[src/pei_pkg.sv]
// shared constants and carriers for the power-event interrupt block
// assumes a single 125 MHz system clock; all slow times are counted in 1 ms ticks
package pei_pkg;

  // clock rate and the derived tick rates
  localparam int unsigned CLK_HZ = 125_000_000;
  localparam int unsigned MS_PER_S = 1000;
  localparam int unsigned CYC_PER_MS = CLK_HZ / MS_PER_S;

  // times in milliseconds or seconds, as printed
  localparam int unsigned DEB_SHORT_MS = 1;
  localparam int unsigned DEB_LONG_S = 1;
  localparam int unsigned START_MS = 500;
  localparam int unsigned PREFR_MS = 66;
  localparam int unsigned DELAY1_MS = 3;
  localparam int unsigned DELAY2_MS = 1;

  // counts of 1 ms ticks derived from the times (the refresh lies inside the start-up)
  localparam int unsigned DEB_LONG_MS = DEB_LONG_S * MS_PER_S;
  localparam int unsigned MS_W = 10;

  // switchover mode field encodings
  localparam logic [1:0] MODE_DIRECT = 2'h1;
  localparam logic [1:0] MODE_LEVEL = 2'h2;

  // reset values of the working state
  localparam logic RST_SWITCHOVER_FLAG = 1'h0;
  localparam logic RST_POWER_LOSS_FLAG = 1'h1;
  localparam logic RST_UNDERVOLTAGE_FLAG = 1'h0;
  localparam logic RST_IRQ_ENABLE = 1'h0;

  // host accesses, one cycle each, as decoded by the serial bus front end
  typedef struct packed {
    logic clr_switchover;
    logic clr_power_loss;
    logic clr_undervoltage;
    logic set_enables;
    logic switchover_ie;
    logic power_loss_ie;
    logic undervoltage_ie;
  } pei_host_req_t;

  // the three event flags
  typedef struct packed {
    logic switchover;
    logic power_loss;
    logic undervoltage;
  } pei_flags_t;

  // supply state machine
  typedef enum logic [1:0] {
    SUP_MAIN = 2'b00,
    SUP_BACKUP = 2'b01,
    SUP_DEBOUNCE = 2'b10
  } pei_supply_t;

endpackage : pei_pkg

[src/pei_sync.sv]
// two-flop synchroniser for a group of asynchronous levels
// assumes inputs are quasi-static levels; the first stage feeds only the second
`timescale 1ns/1ps
module pei_sync #(
  parameter int unsigned WIDTH = 1
) (
  input wire logic clk_sys,
  input wire logic resetn,
  input wire logic [WIDTH-1:0] d,
  output logic [WIDTH-1:0] q
);

  logic [WIDTH-1:0] meta_q;

  // plain double registering, cleared by reset
  always_ff @(posedge clk_sys) begin
    if (!resetn) begin
      meta_q <= '0;
      q <= '0;
    end else begin
      meta_q <= d;
      q <= meta_q;
    end
  end

endmodule : pei_sync

[src/pei_tick_div.sv]
// divider giving one-cycle 1 ms and 1 s enable pulses from the system clock
// assumes one clock; the pulses are registered and never coincide with reset
`timescale 1ns/1ps
module pei_tick_div #(
  parameter int unsigned CYC_PER_MS = pei_pkg::CYC_PER_MS,
  parameter int unsigned MS_PER_S = pei_pkg::MS_PER_S
) (
  input wire logic clk_sys,
  input wire logic resetn,
  output logic ms_tick,
  output logic s_tick
);

  localparam int unsigned CW = (CYC_PER_MS > 1) ? $clog2(CYC_PER_MS) : 1;
  localparam int unsigned MW = (MS_PER_S > 1) ? $clog2(MS_PER_S) : 1;
  localparam logic [CW-1:0] CYC_LAST = CW'(CYC_PER_MS - 1);
  localparam logic [MW-1:0] MS_LAST = MW'(MS_PER_S - 1);

  logic [CW-1:0] cyc_q;
  logic [MW-1:0] ms_q;

  // cycle prescaler, wraps once per millisecond
  always_ff @(posedge clk_sys) begin
    if (!resetn) begin
      cyc_q <= '0;
      ms_tick <= 1'h0;
    end else begin
      ms_tick <= (cyc_q == CYC_LAST);
      cyc_q <= (cyc_q == CYC_LAST) ? '0 : cyc_q + 1'b1;
    end
  end

  // millisecond counter, wraps once per second
  always_ff @(posedge clk_sys) begin
    if (!resetn) begin
      ms_q <= '0;
      s_tick <= 1'h0;
    end else begin
      s_tick <= 1'h0;
      if (cyc_q == CYC_LAST) begin
        s_tick <= (ms_q == MS_LAST);
        ms_q <= (ms_q == MS_LAST) ? '0 : ms_q + 1'b1;
      end
    end
  end

endmodule : pei_tick_div

[src/pei_power_events.sv]
// power-event flags and alert line: backup switchover, power-loss reset, undervoltage
// assumes supply comparators arrive as asynchronous levels; host strobes are on clk_sys
//
// Function
// - switchover counts only when mode field selects direct or level mode
// - enabled switchover with flag clear sets flag and pulls alert low
// - return to main supply debounced 1 ms, or 1 s after undervoltage
// - bus accesses refused until debounce after return to main completes
// - power-loss enable loaded from nonvolatile copy after 0.5 s start-up
// - power-on reset sets power-loss flag, held until host writes zero
// - power-loss alert goes low about 1 ms after reset when enabled
// - clock output driven high 3 ms after reset when not disabled
// - power-loss alert follows its enable; clearing flag releases alert
// - internal supply sampled once per second against low threshold
// - within one second of drop set undervoltage flag, alert if enabled
// - while low: compensation stopped, clock output low, bus disabled
// - within one second of recovery resume; undervoltage flag stays set
// - undervoltage flag cleared at power-on reset, otherwise only by host
// - undervoltage alert follows its enable while flag set
// - undervoltage enable loaded from nonvolatile copy after 0.5 s start-up
`timescale 1ns/1ps
module pei_power_events #(
  parameter int unsigned CYC_PER_MS = pei_pkg::CYC_PER_MS,
  parameter int unsigned MS_PER_S = pei_pkg::MS_PER_S
) (
  input wire logic clk_sys,
  input wire logic resetn,
  input wire logic backup_supply_state,
  input wire logic main_below_por,
  input wire logic internal_below_low,
  input wire logic alert_n_i,
  input wire logic [1:0] switchover_mode_field,
  input wire logic nv_power_loss_irq_enable,
  input wire logic nv_undervoltage_irq_enable,
  input wire logic clock_output_disable,
  input wire pei_pkg::pei_host_req_t host_req,
  output pei_pkg::pei_flags_t flags,
  output logic switchover_irq_enable,
  output logic power_loss_irq_enable,
  output logic undervoltage_irq_enable,
  output logic alert_n_o,
  output logic alert_n_oe,
  output logic alert_n_level,
  output logic clock_output_pin,
  output logic comp_enable,
  output logic bus_enable
);

  localparam int unsigned MS_W = pei_pkg::MS_W;
  localparam logic [MS_W-1:0] START_CNT = MS_W'(pei_pkg::START_MS);
  localparam logic [MS_W-1:0] DELAY1_CNT = MS_W'(pei_pkg::DELAY1_MS);
  localparam logic [MS_W-1:0] DELAY2_CNT = MS_W'(pei_pkg::DELAY2_MS);
  localparam logic [MS_W-1:0] DEB_SHORT_CNT = MS_W'(pei_pkg::DEB_SHORT_MS);
  localparam logic [MS_W-1:0] DEB_LONG_CNT = MS_W'(pei_pkg::DEB_LONG_MS);

  logic ms_tick;
  logic s_tick;
  logic [3:0] pins_s;
  logic backup_s;
  logic por_s;
  logic low_s;
  pei_pkg::pei_supply_t state_q;
  pei_pkg::pei_supply_t state_d;
  logic [MS_W-1:0] deb_cnt_q;
  logic [MS_W-1:0] deb_len;
  logic [MS_W-1:0] por_cnt_q;
  logic uv_low_q;
  logic uv_seen_q;
  logic mode_ok;
  logic sw_event;
  logic nv_load;
  logic host_ok;
  logic alert_d;

  pei_tick_div #(
    .CYC_PER_MS(CYC_PER_MS),
    .MS_PER_S(MS_PER_S)
  ) u_tick (
    .clk_sys(clk_sys),
    .resetn(resetn),
    .ms_tick(ms_tick),
    .s_tick(s_tick)
  );

  // every pin level crosses two flops before any logic looks at it
  pei_sync #(
    .WIDTH(4)
  ) u_sync (
    .clk_sys(clk_sys),
    .resetn(resetn),
    .d({alert_n_i, internal_below_low, main_below_por, backup_supply_state}),
    .q(pins_s)
  );

  assign backup_s = pins_s[0];
  assign por_s = pins_s[1];
  assign low_s = pins_s[2];

  // host accesses land only while the serial interface is enabled
  assign host_ok = bus_enable;
  assign mode_ok = (switchover_mode_field == pei_pkg::MODE_DIRECT)
                 || (switchover_mode_field == pei_pkg::MODE_LEVEL);
  assign sw_event = (state_q == pei_pkg::SUP_MAIN) && backup_s && mode_ok;
  // a dip into undervoltage while on backup stretches the debounce to one second
  assign deb_len = uv_seen_q ? DEB_LONG_CNT : DEB_SHORT_CNT;

  // start-up sequencer: counts milliseconds from the release of a power-on reset
  always_ff @(posedge clk_sys) begin
    if (!resetn) begin
      por_cnt_q <= '0;
    end else if (por_s) begin
      por_cnt_q <= '0;
    end else if (ms_tick && (por_cnt_q != START_CNT)) begin
      por_cnt_q <= por_cnt_q + 1'b1;
    end
  end

  // one-cycle pulse at the end of the start-up time copies the nonvolatile enables
  assign nv_load = ms_tick && !por_s && (por_cnt_q == START_CNT - 1'b1);

  // supply state machine: main, backup, debounce of the way back
  always_comb begin
    state_d = state_q;
    case (state_q)
      pei_pkg::SUP_MAIN: begin
        if (backup_s) begin
          state_d = pei_pkg::SUP_BACKUP;
        end
      end
      pei_pkg::SUP_BACKUP: begin
        if (!backup_s) begin
          state_d = pei_pkg::SUP_DEBOUNCE;
        end
      end
      pei_pkg::SUP_DEBOUNCE: begin
        if (backup_s) begin
          state_d = pei_pkg::SUP_BACKUP; // main supply bounced, start over
        end else if (ms_tick && (deb_cnt_q + 1'b1 >= deb_len)) begin
          state_d = pei_pkg::SUP_MAIN;
        end
      end
      default: begin
        state_d = pei_pkg::SUP_MAIN;
      end
    endcase
  end

  // state register
  always_ff @(posedge clk_sys) begin
    if (!resetn) begin
      state_q <= pei_pkg::SUP_MAIN;
    end else begin
      state_q <= state_d;
    end
  end

  // debounce counter runs only inside the debounce state
  always_ff @(posedge clk_sys) begin
    if (!resetn) begin
      deb_cnt_q <= '0;
    end else if (state_q != pei_pkg::SUP_DEBOUNCE) begin
      deb_cnt_q <= '0;
    end else if (ms_tick) begin
      deb_cnt_q <= deb_cnt_q + 1'b1;
    end
  end

  // remember an undervoltage seen away from the main supply until back on main
  always_ff @(posedge clk_sys) begin
    if (!resetn) begin
      uv_seen_q <= 1'h0;
    end else if (state_q == pei_pkg::SUP_MAIN) begin
      uv_seen_q <= 1'h0;
    end else if (uv_low_q) begin
      uv_seen_q <= 1'h1;
    end
  end

  // internal supply sampled once a second in every supply state
  always_ff @(posedge clk_sys) begin
    if (!resetn) begin
      uv_low_q <= 1'h0;
    end else if (s_tick) begin
      uv_low_q <= low_s;
    end
  end

  // switchover flag: set only when enabled and clear before; set beats clear
  always_ff @(posedge clk_sys) begin
    if (!resetn) begin
      flags.switchover <= pei_pkg::RST_SWITCHOVER_FLAG;
    end else if (sw_event && switchover_irq_enable && !flags.switchover) begin
      flags.switchover <= 1'h1;
    end else if (host_ok && host_req.clr_switchover) begin
      flags.switchover <= 1'h0;
    end
  end

  // power-loss flag: raised by every power-on reset, only the host drops it
  always_ff @(posedge clk_sys) begin
    if (!resetn) begin
      flags.power_loss <= pei_pkg::RST_POWER_LOSS_FLAG;
    end else if (por_s) begin
      flags.power_loss <= 1'h1;
    end else if (host_ok && host_req.clr_power_loss) begin
      flags.power_loss <= 1'h0;
    end
  end

  // undervoltage flag: cleared by power-on reset, set by a low sample, else host only
  always_ff @(posedge clk_sys) begin
    if (!resetn) begin
      flags.undervoltage <= pei_pkg::RST_UNDERVOLTAGE_FLAG;
    end else if (por_s) begin
      flags.undervoltage <= 1'h0;
    end else if (s_tick && low_s) begin
      flags.undervoltage <= 1'h1;
    end else if (host_ok && host_req.clr_undervoltage) begin
      flags.undervoltage <= 1'h0;
    end
  end

  // switchover enable lives only in the working register
  always_ff @(posedge clk_sys) begin
    if (!resetn) begin
      switchover_irq_enable <= pei_pkg::RST_IRQ_ENABLE;
    end else if (host_ok && host_req.set_enables) begin
      switchover_irq_enable <= host_req.switchover_ie;
    end
  end

  // the nonvolatile copy wins over a host write landing in the same cycle
  always_ff @(posedge clk_sys) begin
    if (!resetn) begin
      power_loss_irq_enable <= pei_pkg::RST_IRQ_ENABLE;
      undervoltage_irq_enable <= pei_pkg::RST_IRQ_ENABLE;
    end else if (nv_load) begin
      power_loss_irq_enable <= nv_power_loss_irq_enable;
      undervoltage_irq_enable <= nv_undervoltage_irq_enable;
    end else if (host_ok && host_req.set_enables) begin
      power_loss_irq_enable <= host_req.power_loss_ie;
      undervoltage_irq_enable <= host_req.undervoltage_ie;
    end
  end

  // alert term: any flag with its enable; power loss waits out the short delay
  assign alert_d = (flags.switchover && switchover_irq_enable)
                 || (flags.power_loss && power_loss_irq_enable
                     && (por_cnt_q >= DELAY2_CNT) && !por_s)
                 || (flags.undervoltage && undervoltage_irq_enable);

  // open-drain alert: only ever pulls low, enable is the assertion itself
  always_ff @(posedge clk_sys) begin
    if (!resetn) begin
      alert_n_o <= 1'h0;
      alert_n_oe <= 1'h0;
      alert_n_level <= 1'h0;
    end else begin
      alert_n_o <= 1'h0;
      alert_n_oe <= alert_d;
      alert_n_level <= pins_s[3];
    end
  end

  // outputs gated by the supply: clock output, compensation, serial interface
  always_ff @(posedge clk_sys) begin
    if (!resetn) begin
      clock_output_pin <= 1'h0;
      comp_enable <= 1'h0;
      bus_enable <= 1'h0;
    end else begin
      clock_output_pin <= (por_cnt_q >= DELAY1_CNT) && !por_s
                          && !clock_output_disable && !uv_low_q;
      comp_enable <= !uv_low_q;
      bus_enable <= (state_q == pei_pkg::SUP_MAIN) && !backup_s
                    && !uv_low_q && !por_s;
    end
  end
endmodule : pei_power_events

[config.mk]
export PLATFORM = sky130hd
export DESIGN_NAME = pei_power_events
export DESIGN_NICKNAME = d
export VERILOG_FILES = /design/src/pei_pkg.sv /design/src/pei_sync.sv /design/src/pei_tick_div.sv /design/src/pei_power_events.sv
export SDC_FILE = /design/constraint.sdc
export NUM_CORES = 1
export LEC_CHECK = 0
export BUFFER_PORTS_ARGS = -buffer_cell sky130_fd_sc_hd__buf_2
export CORE_AREA = 3 3 91 93
export DETAILED_ROUTE_END_ITERATION = 16
export DIE_AREA = 0 0 94 96
export GPL_ROUTABILITY_DRIVEN = 0
export GPL_TIMING_DRIVEN = 1
export PLACE_DENSITY_LB_ADDON = 0.1
export REMOVE_ABC_BUFFERS = 1
export SLEW_MARGIN = 25
export SYNTH_ARGS = -nofsm -noshare
export SYNTH_HDL_FRONTEND = slang
export SYNTH_HIERARCHICAL = 1
export SYNTH_SLANG_ARGS = --single-unit
[constraint.sdc]
create_clock -name clk_sys -period 2.7 [get_ports clk_sys]
set_input_delay 0.27 -clock clk_sys [delete_from_list [all_inputs] [get_ports clk_sys]]
set_output_delay 0.27 -clock clk_sys [all_outputs]
set_load 0.03 [all_outputs]
==> flow_metrics.tcl <==
set metrics [dict create \
    tightest_slew_ps 590.1 \
    via_per_inst 5.247 \
    syn_avg_cell_area_um2 9.013 \
    synthDistinctLibCells 54 \
    period_minus_slack_ps 2643 \
    ys_warn_count 6 \
    p_clk_share_pct 44.5 \
    cts_tree "done" \
    grt_max_degree 23 \
    die_y_um 96 \
    async_reset_ff_share_pct 0 \
    yosys-top-cells-count "72 x dfxtp_1, 48 x nor2_1, 35 x nand2_1" \
    fin_nets 450 \
    ys_ff_latch 72 \
    dpl_worst_slack_ps 18.83 \
    finalHoldWorstSlack_ps 126.9 \
    cp_slowest_stage_delay_ps 530 \
    finalSetupViolations 0 \
    rows 32 \
    dp_hpwl_um 4645 \
    grt_overflow 0 \
    p_total_uw 2104 \
    grt_usage_pct 16.00 \
    setup_tns_ps 0 \
    routed_wl_um 6732 \
    pwr-share-comb_pct 3.8 \
    p_sw_share_pct 21.85 \
    avgRoutedWirePerCell_um 12.87 \
    antenna_found_initial 0 \
    num_io_pins 30 \
    worstPathMaxFanout 4 \
    p_int_uw 1645 \
    cts_buffer_depth 2 \
    root_buffer "clkbuf_8" \
    maxSlewHeadroom_pct 60.60 \
    maxCapViolCount 0 \
    fillers 729 \
    area_growth_pct 14.68 \
    path_depth 10 \
    yosysSeqAreaShare_pct 41.75 \
    slew_viol_final 0 \
    netSwitchingPower_uw 459.7 \
    whs_path_depth 2 \
    holdCritPathClass "in -> reg" \
    rrSetupSlack_ps 60 \
    end_kind "register" \
    synth_flop_cell "dfxtp_1" \
    utilization_pct 52.04 \
    peakVddDrop_mv 0.2601 \
    dr.pass1.iters 4 \
    power.density_nw_per_um2 531.5 \
    syn_inst 383 \
    grt_pass1_wl_um 11640 \
    drive_gt1_share_pct 16.39 \
    cp.required_ps 2940 \
    r2r_cells 10 \
    yosysMostFrequentCell "dfxtp_1" \
    yosysTopAreaCell "dfxtp_1" \
    drtIter0Drc 94 \
    hold_viol 0 \
    synth_edf_count 0 \
    outcome "finished clean" \
    syn_area_um2 3452 \
    crit_buf_inv 0 \
    drcViolationCount 0 \
    period_share_pct 97.89 \
    yosysTopAreaCellShare_pct 41.75 \
    ant_nets 0 \
    cp_slowest_cell "or4_1" \
    worst-setup-path-type "reg -> reg" \
    cts_buffers 9 \
    fmaxAchievable_ghz 0.3784 \
    critPathLaunchType "register" \
    synthTopCellsByArea "dfxtp_1 42%, xor2_1 6.1%, ha_1 5.4%, nor2_1 5.2%, nand2_1 3.8%" \
    die_w_um 94 \
    fin_skew_ps 7.949 \
    holdPathEnd "clock_output_pin" \
    clock-sinks 72 \
    htreeDepth 3 \
    hp-start "clock_output_disable" \
    critPathTopFamily "simple AND/OR/NAND/NOR gates" \
    clock_latency_ps 340 \
    p_leak_uw 0.001428 \
    core_um2 7607 \
    p_seq_share_pct 51.7 \
    start_util_pct 45.38 \
    rsz0062_at_grt "yes" \
    critPathArrivalTime_ps 2880 \
    reg2reg_to "state_q[1]" \
    crit-reg2reg-launch "deb_cnt_q[0]" \
    crit_path_cell_trace "ha_4 > and3_4 > and3_4 > nand3_2 > xnor2_1 > ha_1 > a21oi_2 > a21boi_1 > or4_1 > a2111oi_2" \
    path_clk_slew_ps 70 \
    numPortBuffers 28 \
    worst_slack_ps 57.06 \
    grt_pass1_vias 2566 \
    path_common_cell "and3_4" \
    via_count 2744 \
    antenna_cells 0 \
    die_area_um2 9024 \
]
[per-layer routing]
layer	part of all wire, %	routed length, um	global-route usage [%]	vias up
met5	0	0	0	-
met4	1.6	108	6.980	0
met3	5.5	370	2.893	9
met2	43	2913	25.72	67
met1	50	3339	21.08	1241
li1	-	-	-	1427
[cells by family (layout without fill, tap and decap cells)]
logic type	Yosys count	after routing	share of synthesized area, %
xor+xnor	37	37	9.605
buf+inv	24	62	3.624
fa+ha+maj	16	16	5.763
flops	72	72	41.75
simple gates	177	177	27.22
mux	2	2	0.5799
compound gates	54	54	11.34
other cells	1	1	0.1086
[worst max-delay path by stage]
stage                 startpoint         end
floorplan           deb_cnt_q[0]  state_q[1]
CTS                 deb_cnt_q[0]  state_q[1]
global placement    deb_cnt_q[0]  state_q[1]
detailed placement  deb_cnt_q[0]  state_q[1]
global route        deb_cnt_q[0]  state_q[1]
finish              deb_cnt_q[0]  state_q[1]
[cells in the final DEF, fill, tap and decap left out, types with 3 or more instances in the layout]
master     instances
nand3_1           17
a211oi_1           3
nand2_1           35
a21oi_1           14
nand4_1           13
inv_1             10
and2_1            13
a311oi_1           4
and3_1             5
o2bb2ai_1          3
dfxtp_1           69
a32o_1             4
nor3_1             7
a211o_1            4
o21ai_0            8
ha_1              14
or4_1              6
xnor2_1           12
xor2_1            24
buf_2             28
clkbuf_8          10
o31ai_1            3
buf_4              8
nor2_1            48
nor4_1             6
nand2b_1           3
or3_1              7
and4_1             4
[power groups by stage]
stage | logic (uW) | registers (uW) | clock network, uW
3_5_place_dp | 81.8 | 1110 | 0
5_1_grt | 89.9 | 1090 | 1010
6_report | 80.5 | 1090 | 936
3_3_place_gp | 80.5 | 1110 | 0
2_1_floorplan | 35.8 | 1120 | 0
4_1_cts | 82.3 | 1090 | 966
[per-stage QoR]
| step | area (um2) | cells |
|---|---|---|
| 6_report | 3959 | 523 |
| 5_1_grt | 3959 | 523 |
| 4_1_cts | 3908 | 522 |
| 3_5_place_dp | 3689 | 507 |
| 3_3_place_gp | 3689 | 507 |
| 2_1_floorplan | 3368 | 370 |
[layout make-up]
class | instances | area [um2] | share of cell area [%]
Multi-Input combinational cell | 287 | 1921 | 48.51
Timing Repair Buffer | 36 | 200.2 | 5.057
Sequential cell | 72 | 1450 | 36.63
Clock buffer | 10 | 137.6 | 3.477
Tap cell | 102 | 127.6 | 3.224
Clock inverter | 5 | 81.33 | 2.054
Inverter | 11 | 41.29 | 1.043
[registers in the layout, summed over array words and instances (netlist names)]
| signal | flops |
|---|---|
| uv_seen_q | 1 |
| state_q | 2 |
| u_tick/ms_q | 10 |
| clock_output_pin | 1 |
| u_tick/ms_tick | 1 |
| switchover_irq_enable | 1 |
| u_sync/meta_q | 4 |
| deb_cnt_q | 10 |
| bus_enable | 1 |
| comp_enable | 1 |
| alert_n_oe | 1 |
| alert_n_level | 1 |
| u_tick/cyc_q | 17 |
| u_tick/s_tick | 1 |
| power_loss_irq_enable | 1 |
| por_cnt_q | 10 |
| u_sync/q | 4 |
| uv_low_q | 1 |
| flags | 3 |
| undervoltage_irq_enable | 1 |
[timing repair]
item | CTS | global route
resized for setup | 0 | 13
setup buffers | 0 | 1
hold buffers | 0 | 0
setup endpoints to repair | 0 | 1
No activity file was read; power rests on OpenSTA's default activity.
